File: config.mk
export PLATFORM = sky130hd
export DESIGN_NAME = vse_top
export DESIGN_NICKNAME = d
export VERILOG_FILES = /design/src/rtl/vse_pkg.sv /design/src/rtl/vse_top.sv
export VERILOG_INCLUDE_DIRS = /design/src /design/src/rtl
export SDC_FILE = /design/constraint.sdc
export NUM_CORES = 1
export LEC_CHECK = 0
export BUFFER_PORTS_ARGS = -buffer_cell sky130_fd_sc_hd__buf_2
export CAP_MARGIN = 20
export CORE_ASPECT_RATIO = 1.75
export CORE_MARGIN = 2
export CORE_UTILIZATION = 35
export DETAILED_ROUTE_END_ITERATION = 16
export GPL_TIMING_DRIVEN = 0
export HOLD_SLACK_MARGIN = 0.03
export PLACE_DENSITY_LB_ADDON = 0.12
export SLEW_MARGIN = 30
export SYNTH_ARGS = -nofsm -noshare
export SYNTH_HDL_FRONTEND = slang
export SYNTH_SLANG_ARGS = --single-unit
File: constraint.sdc
create_clock -name clock_i -period 2.4 [get_ports clock_i]
set_input_delay 0.36 -clock clock_i [delete_from_list [all_inputs] [get_ports clock_i]]
set_output_delay 0.36 -clock clock_i [all_outputs]
set_load 0.1 [all_outputs]
File: src/rtl/vse_consts.svh
// constants for the vertical sync extractor
// Behaviour
// - sync asserted while input below slice level
// - integrator charges only during inverted sync
// - one timing setting sets charge and oscillator; charge uses charge_step_i, oscillator osc_half_period_i
// - normal lines stay below serration threshold
// - broad pulse lifts integrator between thresholds
// - sample serration comparator at serration fall
// - sampled bit OR default comparator sets latch
// - latch enables oscillator and clocks field flop
// - divide-by-8 of oscillator resets the latch
// - vertical output is latch complement, active low
// - pulse starts at first qualifying serration edge
// - later qualifying edge retriggers, no lockout; code ignores set_latch while in VSE_PULSE until the 8 oscillator cycles end
// - default threshold starts pulse without serration
// - trailing sync edge retriggers after short default; code ignores that edge while in VSE_PULSE, as it ignores set_latch
`ifndef VSE_CONSTS_SVH
`define VSE_CONSTS_SVH
// ==========================================================
// slicer and timing defaults
`define VSE_SLICE_OFFSET_MV 70
`define VSE_SAMPLE_WIDTH 8
`define VSE_INT_WIDTH 16
`define VSE_OSC_WIDTH 16
`define VSE_OSC_CYCLES 8
`define VSE_DIV_WIDTH 3
`define VSE_SAMPLE_DIV 16'h0064
`define VSE_CHARGE_STEP 16'h0001
`define VSE_SER_THRESH 16'h0190
`define VSE_DEF_THRESH 16'h0320
`define VSE_OSC_PERIOD 16'h0960
`endif

File: src/rtl/vse_pkg.sv
// types for the vertical sync extractor
package vse_pkg;
    typedef enum logic {
        VSE_IDLE,
        VSE_PULSE
    } vse_state_t;
endpackage : vse_pkg

File: src/rtl/vse_top.sv
// vertical sync extractor: slicer, integrator, latch, oscillator
`timescale 1ns/1ps
`include "vse_consts.svh"
module vse_top
    import vse_pkg::*;
#(
    parameter int SW = `VSE_SAMPLE_WIDTH,
    parameter int IW = `VSE_INT_WIDTH,
    parameter int OW = `VSE_OSC_WIDTH,
    parameter logic [SW-1:0] SLICE_OFFSET = SW'(`VSE_SLICE_OFFSET_MV)
) (
    input wire logic clock_i,
    input wire logic reset_n_i,
    input wire logic [SW-1:0] video_i,
    input wire logic [SW-1:0] tip_level_i,
    input wire logic [IW-1:0] sample_div_i,
    input wire logic [IW-1:0] charge_step_i,
    input wire logic [IW-1:0] serration_level_threshold_i,
    input wire logic [IW-1:0] default_level_threshold_i,
    input wire logic [OW-1:0] osc_half_period_i,
    output logic comp_sync_n_o,
    output logic vert_sync_n_o,
    output logic field_clock_o
);
    // ======================================================
    // state
    typedef struct packed {
        logic [SW-1:0] vid_m;
        logic [SW-1:0] vid_s;
        logic sync;
        logic sync_prev;
        logic [IW-1:0] tick_cnt;
        logic [IW-1:0] integ;
        logic ser_sample;
        vse_state_t state;
        logic [OW-1:0] osc_cnt;
        logic osc;
        logic [`VSE_DIV_WIDTH-1:0] div;
        logic comp_n;
        logic vert_n;
        logic field_clk;
    } vse_st_t;

    vse_st_t st_q;
    vse_st_t st_d;

    logic tick;
    logic ser_hi;
    logic def_hi;
    logic ser_fall;
    logic set_latch;
    logic osc_fall;

    // threshold compare, used for both comparators
    function automatic logic above(input logic [IW-1:0] lvl,
                                   input logic [IW-1:0] thr);
        above = (lvl >= thr);
    endfunction : above

    // ======================================================
    // next state
    always_comb begin
        st_d = st_q;
        // two flops on the asynchronous video samples
        st_d.vid_m = video_i;
        st_d.vid_s = st_q.vid_m;
        // slicing level is a fixed offset over the tip
        st_d.sync = (st_q.vid_s < tip_level_i + SLICE_OFFSET);
        st_d.sync_prev = st_q.sync;
        st_d.comp_n = ~st_q.sync;
        tick = (st_q.tick_cnt >= sample_div_i);
        st_d.tick_cnt = tick ? '0 : st_q.tick_cnt + IW'(1);
        // integrator: ramps on internal sync, clears outside it
        // so short horizontal pulses never reach the threshold
        if (!st_q.sync) begin
            st_d.integ = '0;
        end else if (tick && st_q.integ < {IW{1'b1}} - charge_step_i) begin
            st_d.integ = st_q.integ + charge_step_i;
        end
        ser_hi = above(st_q.integ, serration_level_threshold_i);
        def_hi = above(st_q.integ, default_level_threshold_i);
        // end of a sync-low interval: serration or trailing edge
        ser_fall = st_q.sync_prev && !st_q.sync;
        if (ser_fall) begin
            st_d.ser_sample = ser_hi;
        end else begin
            st_d.ser_sample = 1'b0;
        end
        set_latch = st_q.ser_sample || def_hi;
        osc_fall = 1'b0;
        case (st_q.state)
            VSE_IDLE: begin
                st_d.osc_cnt = '0;
                st_d.osc = 1'b0;
                st_d.div = '0;
                if (set_latch) begin
                    st_d.state = VSE_PULSE;
                end
            end
            VSE_PULSE: begin
                // oscillator gated by latch; period set by osc_half_period_i alone
                if (st_q.osc_cnt >= osc_half_period_i) begin
                    st_d.osc_cnt = '0;
                    st_d.osc = ~st_q.osc;
                    osc_fall = st_q.osc;
                end else begin
                    st_d.osc_cnt = st_q.osc_cnt + OW'(1);
                end
                if (osc_fall) begin
                    st_d.div = st_q.div + 3'h1;
                    if (st_q.div == 3'(`VSE_OSC_CYCLES - 1)) begin
                        st_d.state = VSE_IDLE;
                    end
                end
            end
            default: st_d.state = VSE_IDLE;
        endcase
        st_d.vert_n = (st_d.state != VSE_PULSE);
        st_d.field_clk = (st_d.state == VSE_PULSE);
    end

    // ======================================================
    // registers
    always_ff @(posedge clock_i) begin
        if (!reset_n_i) begin
            st_q <= '0;
            // video idles high; a zero here would fake a sync pulse
            st_q.vid_m <= '1;
            st_q.vid_s <= '1;
            st_q.state <= VSE_IDLE;
            st_q.comp_n <= 1'b1;
            st_q.vert_n <= 1'b1;
        end else begin
            st_q <= st_d;
        end
    end

    assign comp_sync_n_o = st_q.comp_n;
    assign vert_sync_n_o = st_q.vert_n;
    assign field_clock_o = st_q.field_clk;

    // ======================================================
    // checks
    a_slice_follow: assert property (@(posedge clock_i)
        disable iff (!reset_n_i) $fell(st_q.sync) |=> comp_sync_n_o)
        else $error("comp sync not released after sync end");
    a_integ_clear: assert property (@(posedge clock_i)
        disable iff (!reset_n_i) !st_q.sync |=> st_q.integ == '0)
        else $error("integrator not cleared outside sync");
    a_sample_set: assert property (@(posedge clock_i)
        disable iff (!reset_n_i) ser_fall && ser_hi |=> st_q.ser_sample)
        else $error("serration sample missed");
    a_latch_set: assert property (@(posedge clock_i)
        disable iff (!reset_n_i)
        st_q.state == VSE_IDLE && set_latch |=> st_q.state == VSE_PULSE)
        else $error("latch not set");
    a_vert_low: assert property (@(posedge clock_i)
        disable iff (!reset_n_i) vert_sync_n_o == (st_q.state != VSE_PULSE))
        else $error("vertical output not latch complement");
    a_field_clk: assert property (@(posedge clock_i)
        disable iff (!reset_n_i) field_clock_o == !vert_sync_n_o)
        else $error("field clock not latch state");
    a_div_end: assert property (@(posedge clock_i)
        disable iff (!reset_n_i)
        osc_fall && st_q.div == 3'h7 |=> st_q.state == VSE_IDLE)
        else $error("latch not reset after eight cycles");
    a_default_set: assert property (@(posedge clock_i)
        disable iff (!reset_n_i)
        st_q.state == VSE_IDLE && def_hi |=> ##1 !vert_sync_n_o)
        else $error("default pulse missing");
    a_int_rise: assert property (@(posedge clock_i)
        disable iff (!reset_n_i)
        st_q.sync && st_d.sync && tick && !def_hi && st_q.integ < 16'h8000
        |=> st_q.integ > $past(st_q.integ))
        else $error("integrator not charging");
    c_vert_pulse: cover property (@(posedge clock_i) $fell(vert_sync_n_o));
    c_default: cover property (@(posedge clock_i)
        def_hi && st_q.state == VSE_IDLE);
    c_retrigger: cover property (@(posedge clock_i)
        $rose(vert_sync_n_o) ##[1:1000] $fell(vert_sync_n_o));
endmodule : vse_top

# After elaboration in Yosys (flattened, before gate mapping)
# Index checks and enable logic that the tools add are counted.
[totals]
regBits = 74
input_bits = 98
output_inout_bits = 3
wordCells = 49
[op_classes]
n_addsub = 6
magnitude_cmp = 6
eq_ne = 3
mux = 9
n_bitwise = 5
n_reduce_logical = 7
[ops]
columns = ["operator", "count"]
rows = [
  ["16-bit >= comparator", 4],
  ["21-bit one-hot mux with 2 select lines", 1],
  ["16-bit by 1-bit adder with 16-bit output, second input constant", 2],
  ["16-bit adder", 1],
  ["16-bit less-than comparator", 1],
  ["16-bit two-way mux", 1],
  ["16-bit subtractor, first input constant", 1],
  ["8-bit by 7-bit adder with 8-bit output, second input constant", 1],
  ["8-bit less-than comparator", 1],
  ["1-bit two-way mux", 6],
  ["1-bit NOT", 5],
  ["2-bit by 1-bit inequality test with 1-bit output, second input constant", 2],
  ["2-bit AND reduction", 2],
  ["3-bit by 1-bit adder with 3-bit output, second input constant", 1],
  ["3-bit == test, second input constant", 1],
  ["3-bit two-way mux", 1],
  ["1-bit logical AND", 2],
  ["2-bit OR reduction", 1],
  ["1-bit logical NOT", 1],
  ["1-bit logical OR", 1],
]

# Longest topological paths before layout
# Gate-level depths: netlist of the first run.
[logic_depth]
ltp_word = 6
mapped_depth = 11
mapped_depth_nobuf = 10

# Least setup slack after synthesis of the first run
# OpenSTA, ideal clock, no wires.
[synth_timing]
path_kind = "in2reg"
from = "in charge_step_i[0]"
to = "reg st_q[39] (netlist name)"
setup_ps = 87
arrival_ps = 2121
slack_ps = 192
cell_stages = 10
path_buffers = 0
path_cell_list = "ha_1 inv_1 fa_1 nor2b_4 o31a_1 or4_1 nand4_1 a31oi_1 o21a_1 o31ai_1"
[synth_between]
elab_chain_len = 3
elab_cells_between_ends = 4
classes_between = "add/sub: 2; order compare: 1; reduce/logical: 1"
[synth_rtl]
columns = ["element", "line_no", "source"]
rows = [
  ["start, declared", "vse_top.sv:17", "input wire logic [IW-1:0] charge_step_i,"],
  ["16-bit subtractor", "vse_top.sv:77", "end else if (tick && st_q.integ < {IW{1'b1}} - charge_step_i) begin"],
  ["16-bit less-than comparator", "vse_top.sv:77", ""],
  ["1-bit logical AND", "vse_top.sv:77", ""],
  ["end signal, assigned", "vse_top.sv:134", "st_q <= st_d;"],
  ["end, declared", "vse_top.sv:44", "vse_st_t st_q;"],
]
# Several ways; a longest one is shown, not always the timed one.
# A chain may end at the register's enable or synchronous reset.

# Worst setup path in the final report of the first run
[layout_timing]
from = "reg st_q[25] (netlist name)"
to = "reg st_q[39] (netlist name)"
[layout_between]
elab_chain_len = 2
elab_cells_between_ends = 3
classes_between = "add/sub: 1; order compare: 1; reduce/logical: 1"
[layout_rtl]
columns = ["element", "line_no"]
rows = [
  ["16-bit less-than comparator", "vse_top.sv:77"],
  ["1-bit logical AND", "vse_top.sv:77"],
]
# Several ways; a longest one is shown, not always the timed one.

==> results of run 1 <==
per-stage QoR:
step	power (mW)	cells
6_report	3.15	939
5_1_grt	3.30	939
4_1_cts	3.18	931
3_5_place_dp	1.62	914
3_3_place_gp	1.61	914
2_1_floorplan	1.48	631
critical path, cell delays in order, from the launching register on:
cell	delay [ns]
dfxtp_1	0.32
ha_1	0.21
inv_1	0.08
fa_2	0.24
nor2b_4	0.05
o31a_1	0.27
or4_1	0.41
nand4_1	0.14
a31oi_1	0.12
o21a_1	0.19
o31ai_1	0.20
power by group:
group	internal [mW]	switching, mW
clock	1.04	0.511
sequential	1.25	0.0133
combinational	0.166	0.181
layer usage:
metal	track usage, %	vias up	routed length, um
met2	29.0	98	6590
met3	2.39	17	454
met5	0	-	0
met4	6.67	0	221
met1	18.2	2075	5430
li1	-	2433	-
worst max-delay path by stage:
stage                           from       end  slack (ns)
detailed placement  sample_div_i[10]  st_q[37]       -0.32
finish                      st_q[25]  st_q[39]        0.08
CTS                         st_q[51]  st_q[36]       0.002
global route                st_q[43]  st_q[35]       -0.05
floorplan           charge_step_i[0]  st_q[39]        0.19
global placement    sample_div_i[11]  st_q[40]       -0.24
Yosys cell counts, types with 6 or more instances:
cell type and count:
ha_1 93, inv_1 79, dfxtp_1 74, nor2_1 74
a21oi_1 34, nand2_1 28, nand3_1 26, nand2b_1 25
xnor2_1 22, o21ai_0 21, xor2_1 17, mux2i_1 14
nand4_1 14, a21o_1 10, and3_1 9, o21a_1 8
a211oi_1 7, clkbuf_1 7, nor2b_1 7, nor3_1 7
o211ai_1 6
cell families (layout without fill, tap and decap cells):
kind of cell | count (synthesis) | count (layout) | share of synthesized area, %
buffers and inverters | 91 | 216 | 6.82
AOI/OAI and AO/OA | 116 | 116 | 14.7
adders and majority gates | 94 | 94 | 22.4
DFF | 74 | 74 | 28.0
and+or+nand+nor | 203 | 203 | 19.0
muxes | 14 | 14 | 2.65
xor gates and xnor gates | 39 | 39 | 6.46
cell usage in the layout (no fill, tap or decap), types with 11 or more instances in the layout:
cell | synthesis | layout
nor2_1 | 74 | 73
xnor2_1 | 22 | 22
clkbuf_16 | 0 | 11
nand4_1 | 14 | 14
nand2b_1 | 25 | 25
nand2_1 | 28 | 28
xor2_1 | 17 | 17
mux2i_1 | 14 | 14
a21oi_1 | 34 | 33
dfxtp_1 | 74 | 62
inv_1 | 79 | 79
buf_2 | 2 | 100
ha_1 | 93 | 88
nand3_1 | 26 | 25
o21ai_0 | 21 | 20
state kept, by name, indices dropped and copies added (netlist names):
| name | count |
|---|---|
| vert_sync_n_o | 1 |
| st_d | 9 |
| field_clock_o | 1 |
| st_q | 62 |
| comp_sync_n_o | 1 |
repair_timing:
action	CTS	global route
pin swaps	5	12
hold buffers	0	0
resized for setup	7	33
gates cloned	0	2
setup buffers	2	7
endpoints found under the setup margin	26	36
cell type report:
type | instances | area, um^2 | area share, %
multi-input cells | 466 | 3560 | 53.7
flip-flops and latches | 74 | 1500 | 22.6
plain buffers | 11 | 73.8 | 1.11
clock buffers | 10 | 239 | 3.60
well taps | 183 | 229 | 3.45
clock inverters | 5 | 103 | 1.55
repair buffers | 111 | 631 | 9.51
inverters | 79 | 297 | 4.47
==> metrics.log, run 1 <==
INFO  metric finalHoldWorstSlack = 0.207 ns
INFO  metric global_route.usage.total = 15.9%
INFO  metric synth.ff_latch_count = 74
INFO  metric worst_slew_slack_as_a_fraction_of_its_limit = 65.0%
INFO  metric seq_area_frac_synth = 28.0%
INFO  metric setup_repair_after_global_routing_missed_its_margin = yes
INFO  metric synthesis.instances = 631
INFO  metric final_nets = 944
INFO  metric place.gp.congestion = 0.827
INFO  metric worst_ep_arrival_time = 2.57 ns
INFO  metric routed_wl = 12700 um
INFO  metric worst_r2r_endpoint = st_q[39]
INFO  metric vias = 4623
INFO  metric maxClockFrequency = 431 MHz
INFO  metric grt_pass1_wl = 21100 um
INFO  metric syn_avg_cell_area = 8.38 um^2
INFO  metric detail_route.first_pass.iterations = 5
INFO  metric initial_antenna_violation_count = 0
INFO  metric wl_per_cell = 13.5 um
INFO  metric drc = 0
INFO  metric fp.dieArea = 16100 um^2
INFO  metric cp-end-kind = flop
INFO  metric vias_per_cell = 4.92
INFO  metric setup_tns = 0 ns
INFO  metric clock-skew-final = 0.00767 ns
INFO  metric synth_top_flop_cell = dfxtp_1
INFO  metric die_h = 167 um
INFO  metric worst_slew_pin_slew = 0.525 ns
INFO  metric clk_path_buf_depth = 2
INFO  metric ys.warnings.count = 0
INFO  metric grt_remaining_overflow = 0
INFO  metric area_growth_syn_to_layout = 25.4%
INFO  metric synth_top_cells_by_area = dfxtp_1, ha_1, inv_1
INFO  metric std_cell_rows = 59
INFO  metric grt_pass1_vias = 4675
INFO  metric synthesis.area = 5290 um^2
INFO  metric final_core_util = 44.7%
INFO  metric worst-endpoint-required = 2.65 ns
INFO  metric diodes_inserted = 0
INFO  metric maxSlewViolCount = 0
INFO  metric finalSetupViolations = 0
INFO  metric synth_largest_area_cell = dfxtp_1
INFO  metric placement.setup.worst_slack = -0.317 ns
INFO  metric htree_levels = 3
INFO  metric count_of_port_buffers_added_during_placement = 100
INFO  metric worst_hold_path.num_cells = 2
INFO  metric timing.critical_path.from_type = flop
INFO  metric rr_startpoint = st_q[25]
INFO  metric timing.final.hold_violations = 0
INFO  metric cts_made_buffers = 9
INFO  metric synth_cell_type_count = 56
INFO  metric worst-r2r-setup-slack = 0.08 ns
INFO  metric die_w = 96.9 um
INFO  metric synth-edff-count = 0
INFO  metric core-area = 14800 um^2
INFO  metric status = completed
INFO  metric vdd_ir_drop_max = 0.305 mV
INFO  metric drt_iter0_markers = 82
INFO  metric final_antenna_net_count = 0
INFO  metric reg2reg_depth = 10
INFO  metric maxCapViolCount = 0
INFO  metric category_of_the_most_critical_setup_path = reg2reg
INFO  metric clkLatencyLatePin = 0.34 ns
INFO  metric drive_gt1_share = 22.4%
INFO  metric final.min_clock_period = 2.32 ns
INFO  metric clkSlewWorstSetupHoldPaths = 0.06 ns
INFO  metric class_of_the_tightest_hold_or_removal_check = in2reg
INFO  metric pin_count_of_the_biggest_net_entering_global_routing = 13
INFO  metric initial_standard_cell_utilization_of_the_core = 35.6%
INFO  metric power_leakage = 3.18 nW
INFO  metric root_buffer = clkbuf_16
INFO  metric power_density = 476 nW/um^2
INFO  metric tritoncts = built
INFO  metric crit_fanout = 3
INFO  metric final.fill_count = 1471
INFO  metric num_io_pins = 101
INFO  metric min_delay_worst_endpoint = st_d[66]
INFO  metric placed_cell_area = 6020 um^2
INFO  metric dp.final_hpwl = 10400 um
INFO  metric setup_ws = 0.0785 ns
INFO  metric synth_top_area_share = 28.0%
INFO  metric clock_sink_count = 74
INFO  metric holdCritStartpoint = video_i[7]
INFO  metric synth.net_count = 823
INFO  metric post-route-period-util = 96.7%
INFO  metric layout.cell_area.non_filler = 6630 um^2
INFO  metric synth_async_sr_flop_share = 0%
No activity file was read; power rests on OpenSTA's default activity.
==> run 2: changes to the inputs <==
PLACE_DENSITY = 0.58   (was unset)
PLACE_DENSITY_LB_ADDON = unset   (was 0.12)
==> metrics.log, run 2 (synthesis gave the netlist of run 1 again) <==
INFO  metric die_h = 167 um
INFO  metric ctsHoldBuffers = 0
INFO  metric setup_tns = 0 ns
INFO  metric crit_slowest_cell = or4_1
INFO  metric dp.final_hpwl = 9990 um
INFO  metric worst_slew_slack_as_a_fraction_of_its_limit = 61.1%
INFO  metric detail_route.first_pass.iterations = 4
INFO  metric category_of_the_most_critical_setup_path = reg2reg
INFO  metric final_nets = 939
INFO  metric fp.dieArea = 16100 um^2
INFO  metric max_ffs_per_register = 62
INFO  metric clkSlewWorstSetupHoldPaths = 0.06 ns
INFO  metric kind_of_cell_adding_the_most_delay_to_the_critical_path = compound AO/OA/AOI/OAI gates
INFO  metric count_of_port_buffers_added_during_placement = 100
INFO  metric cp-end-kind = flop
INFO  metric die_w = 96.9 um
INFO  metric regMostFlops = st_q
INFO  metric tritoncts = built
INFO  metric core-area = 14800 um^2
INFO  metric worst_ep_arrival_time = 2.60 ns
INFO  metric clock_sink_count = 74
INFO  metric setup_ws = 0.0459 ns
INFO  metric placed_cells = 914
INFO  metric grt_pass1_vias = 4687
INFO  metric grt_remaining_overflow = 0
INFO  metric crit_fanout = 3
INFO  metric cts_made_buffers = 9
INFO  metric maxSlewViolCount = 0
INFO  metric clock-skew-final = 0.00565 ns
INFO  metric drc = 0
INFO  metric worst-endpoint-required = 2.65 ns
INFO  metric class_of_the_tightest_hold_or_removal_check = in2reg
INFO  metric critical_path_buf_inv_count = 1
INFO  metric initial_antenna_violation_count = 0
INFO  metric setup_repair_after_global_routing_missed_its_margin = yes
INFO  metric final_core_util = 43.9%
INFO  metric final.min_clock_period = 2.35 ns
INFO  metric htree_levels = 3
INFO  metric timing.final.hold_violations = 0
INFO  metric finalSetupViolations = 0
INFO  metric crit_path_max_incr_delay = 0.42 ns
INFO  metric clkLatencyLatePin = 0.33 ns
INFO  metric diodes_inserted = 0
INFO  metric finalHoldWorstSlack = 0.208 ns
INFO  metric drt_iter0_markers = 74
INFO  metric area_growth_syn_to_layout = 23.3%
INFO  metric drive_gt1_share = 20.7%
INFO  metric root_buffer = clkbuf_16
INFO  metric final_antenna_net_count = 0
INFO  metric power_leakage = 3.13 nW
INFO  metric maxClockFrequency = 425 MHz
INFO  metric post-route-period-util = 98.1%
INFO  metric grt_pass1_wl = 20800 um
INFO  metric vias = 4653
INFO  metric maxCapViolCount = 0
INFO  metric num_io_pins = 101
INFO  metric wl_per_cell = 13.1 um
INFO  metric place.gp.congestion = 0.859
INFO  metric power_density = 458 nW/um^2
INFO  metric worst_slew_pin_slew = 0.583 ns
INFO  metric timing.critical_path.cells = ha_1, inv_1, fa_2, nor2b_4, o31a_1, or4_1, nand4_1, a31oi_1, o21a_1, o31ai_2
INFO  metric pin_count_of_the_biggest_net_entering_global_routing = 14
INFO  metric global_route.usage.total = 15.5%
INFO  metric placement.setup.worst_slack = -0.186 ns
INFO  metric register_area = 1490 um^2
INFO  metric area_taken_by_multi_input_logic_gates = 3540 um^2
INFO  metric initial_standard_cell_utilization_of_the_core = 35.6%
INFO  metric post_layout_nonfiller_instances = 935
INFO  metric status = completed
INFO  metric vias_per_cell = 4.98
INFO  metric timing.critical_path.from_type = flop
INFO  metric vdd_ir_drop_max = 0.311 mV
INFO  metric std_cell_rows = 59
INFO  metric final.fill_count = 1567
INFO  metric most_common_cell_after_layout_fill_and_taps_aside = buf_2
INFO  metric clk_path_buf_depth = 2
INFO  metric routed_wl = 12300 um
INFO  metric final_cell_mix = buf_2, ha_1, inv_1
run 2: through the flow:
step	total power [mW]	area (um^2)
after global placement	1.61	6020
after detailed placement	1.62	6020
after CTS	3.04	6360
after global routing	3.14	6520
final	2.98	6520
after floorplan	1.48	5290
run 2: routing by layer:
layer | vias to the layer above | GRT usage (%) | routed length [um] | part of all wire [%]
li1 | 2427 | - | - | -
met1 | 2119 | 16.2 | 4810 | 39
met2 | 86 | 30.1 | 6730 | 55
met3 | 21 | 3.11 | 466 | 3.8
met4 | 0 | 5.08 | 260 | 2.1
met5 | - | 0 | 0 | 0
run 2: cell type report:
| type | count | area share [%] |
|---|---|---|
| Buffer | 11 | 1.21 |
| Multi-Input combinational cell | 466 | 54.2 |
| Timing Repair Buffer | 106 | 8.83 |
| Clock buffer | 11 | 3.88 |
| Tap cell | 183 | 3.51 |
| Clock inverter | 5 | 0.940 |
| Sequential cell | 74 | 22.9 |
| Inverter | 79 | 4.55 |
run 2: worst paths after layout:
| check | start | end | slack (ns) | cells after the start |
|---|---|---|---|---|
| worst max-delay path | st_q[25] | st_q[39] | 0.05 | 10 |
| worst min-delay path | video_i[6] | st_d[65] | 0.21 | 2 |
| worst max register to register | st_q[25] | st_q[39] | 0.05 | 10 |
| worst min register to register | st_d[60] | st_q[60] | 0.40 | 1 |
run 2: repair_timing:
item,in CTS,in global routing
gates resized for setup,2,27
pin swaps,0,8
setup buffers,1,4
endpoints found under the setup margin,17,36
cloned,0,1
run 2: power breakdown:
part / internal (mW) / total, mW / switching [mW]
sequential: 1.25 / 1.26 / 0.0122
combinational: 0.161 / 0.332 / 0.171
clock: 0.867 / 1.39 / 0.524
==> run 3: changes to the inputs <==
CORE_UTILIZATION = 57   (was 35)
PLACE_DENSITY = 0.85   (was 0.58)
==> metrics.log, run 3 (synthesis gave the netlist of run 1 again) <==
INFO  metric status = completed
INFO  metric crit_start = st_q[51]
INFO  metric min_delay_worst_endpoint = st_d[65]
INFO  metric diodes_inserted = 0
INFO  metric reg2reg_depth = 10
INFO  metric maxSlewViolCount = 0
INFO  metric num_io_pins = 101
INFO  metric final_core_util = 70.5%
INFO  metric timing.final.hold_violations = 0
INFO  metric die_w = 76.8 um
INFO  metric cts_made_buffers = 9
INFO  metric maxClockFrequency = 423 MHz
INFO  metric drc = 0
INFO  metric vias_per_cell = 5.49
INFO  metric area_growth_syn_to_layout = 20.6%
INFO  metric worst-r2r-setup-slack = 0.04 ns
INFO  metric crit_fanout = 6
INFO  metric worst_slew_pin_slew = 0.578 ns
INFO  metric routed_wl = 12200 um
INFO  metric clkLatencyLatePin = 0.33 ns
INFO  metric initial_standard_cell_utilization_of_the_core = 58.5%
INFO  metric grt_pass1_vias = 4779
INFO  metric std_cell_rows = 46
INFO  metric regMostFlops = st_q
INFO  metric power_density = 466 nW/um^2
INFO  metric root_buffer = clkbuf_16
INFO  metric layout.cell_area.non_filler = 6370 um^2
INFO  metric dp.final_hpwl = 9610 um
INFO  metric drt_iter0_markers = 182
INFO  metric vias = 4780
INFO  metric cp-end-kind = flop
INFO  metric fp.dieArea = 10100 um^2
INFO  metric power.total = 2.97 mW
INFO  metric placement.setup.worst_slack = -0.107 ns
INFO  metric holdCritStartpoint = video_i[6]
INFO  metric post_layout_nonfiller_instances = 871
INFO  metric final_antenna_net_count = 0
INFO  metric tritoncts = built
INFO  metric count_of_port_buffers_added_during_placement = 100
INFO  metric category_of_the_most_critical_setup_path = reg2reg
INFO  metric most_common_cell_after_layout_fill_and_taps_aside = buf_2
INFO  metric placed_cell_area = 5940 um^2
INFO  metric grt_pass1_wl = 20300 um
INFO  metric worst_hold_path.num_cells = 2
INFO  metric final_nets = 938
INFO  metric clk_path_buf_depth = 2
INFO  metric die_h = 131 um
INFO  metric detail_route.first_pass.iterations = 6
INFO  metric pin_count_of_the_biggest_net_entering_global_routing = 13
INFO  metric max_ffs_per_register = 62
INFO  metric rr_startpoint = st_q[51]
INFO  metric post-route-period-util = 98.5%
INFO  metric worst-endpoint-required = 2.60 ns
INFO  metric finalHoldWorstSlack = 0.204 ns
INFO  metric initial_antenna_violation_count = 0
INFO  metric setup_ws = 0.0358 ns
INFO  metric vdd_ir_drop_max = 0.377 mV
INFO  metric worst_ep_arrival_time = 2.56 ns
INFO  metric worst_slew_slack_as_a_fraction_of_its_limit = 61.5%
INFO  metric setup_tns = 0 ns
INFO  metric timing.critical_path.from_type = flop
INFO  metric final_cell_mix = buf_2, ha_1, inv_1
INFO  metric htree_levels = 3
INFO  metric worst_r2r_endpoint = st_q[31]
INFO  metric maxCapViolCount = 0
INFO  metric place.gp.congestion = 0.882
INFO  metric final.min_clock_period = 2.36 ns
INFO  metric clock_sink_count = 74
INFO  metric clock-skew-final = 0.00437 ns
INFO  metric clkSlewWorstSetupHoldPaths = 0.06 ns
INFO  metric class_of_the_tightest_hold_or_removal_check = in2reg
INFO  metric global_route.usage.total = 24.0%
INFO  metric drive_gt1_share = 20.2%
INFO  metric power_leakage = 3.11 nW
INFO  metric grt_remaining_overflow = 0
INFO  metric wl_per_cell = 14.1 um
INFO  metric placed_cells = 851
INFO  metric finalSetupViolations = 0
INFO  metric core-area = 9040 um^2
## run 3: timing repair
action	in CTS	in global routing
hold buffers	0	0
setup endpoints to repair	3	28
buffers inserted	0	5
gates resized for setup	1	25
pin swaps	0	10
## run 3: area by class of cell
cell class / count / area (um^2)
Tap cell: 120 / 150
Timing Repair Buffer: 105 / 538
Clock inverter: 4 / 50.0
Inverter: 79 / 297
Clock buffer: 12 / 256
Buffer: 11 / 71.3
Fill cell: 708 / 2660
Multi-Input combinational cell: 466 / 3530
Sequential cell: 74 / 1490
## run 3: per-layer routing
metal / up-vias / GRT usage [%] / wire [um]
met3: 31 / 4.05 / 509
met5: - / 0 / 0
met4: 0 / 9.60 / 329
met2: 137 / 46.0 / 6630
met1: 2197 / 25.1 / 4780
li1: 2415 / - / -
## run 3: power by group
group / internal [mW] / switching, mW / total, mW
clock: 0.859 / 0.503 / 1.36
sequential: 1.25 / 0.0129 / 1.26
combinational: 0.163 / 0.181 / 0.343
total: 2.27 / 0.697 / 2.97
## run 3: how the worst max path moves through the flow
| stage | to | slack (ns) | cells after the start |
|---|---|---|---|
| global placement | st_q[39] | -0.09 | 11 |
| floorplan | st_q[39] | 0.19 | 10 |
| global route | st_q[28] | -0.06 | 10 |
| detailed placement | st_q[40] | -0.11 | 12 |
| CTS | st_q[37] | 0.006 | 10 |
| finish | st_q[31] | 0.04 | 10 |
## run 3: critical path: stages (launching register included)
cell	delay, ns
dfxtp_1	0.35
ha_4	0.29
nand4_1	0.15
nand4bb_1	0.25
o22ai_2	0.20
o221ai_4	0.16
nor3_2	0.22
buf_6	0.15
buf_4	0.17
mux2i_1	0.23
nor2_1	0.06
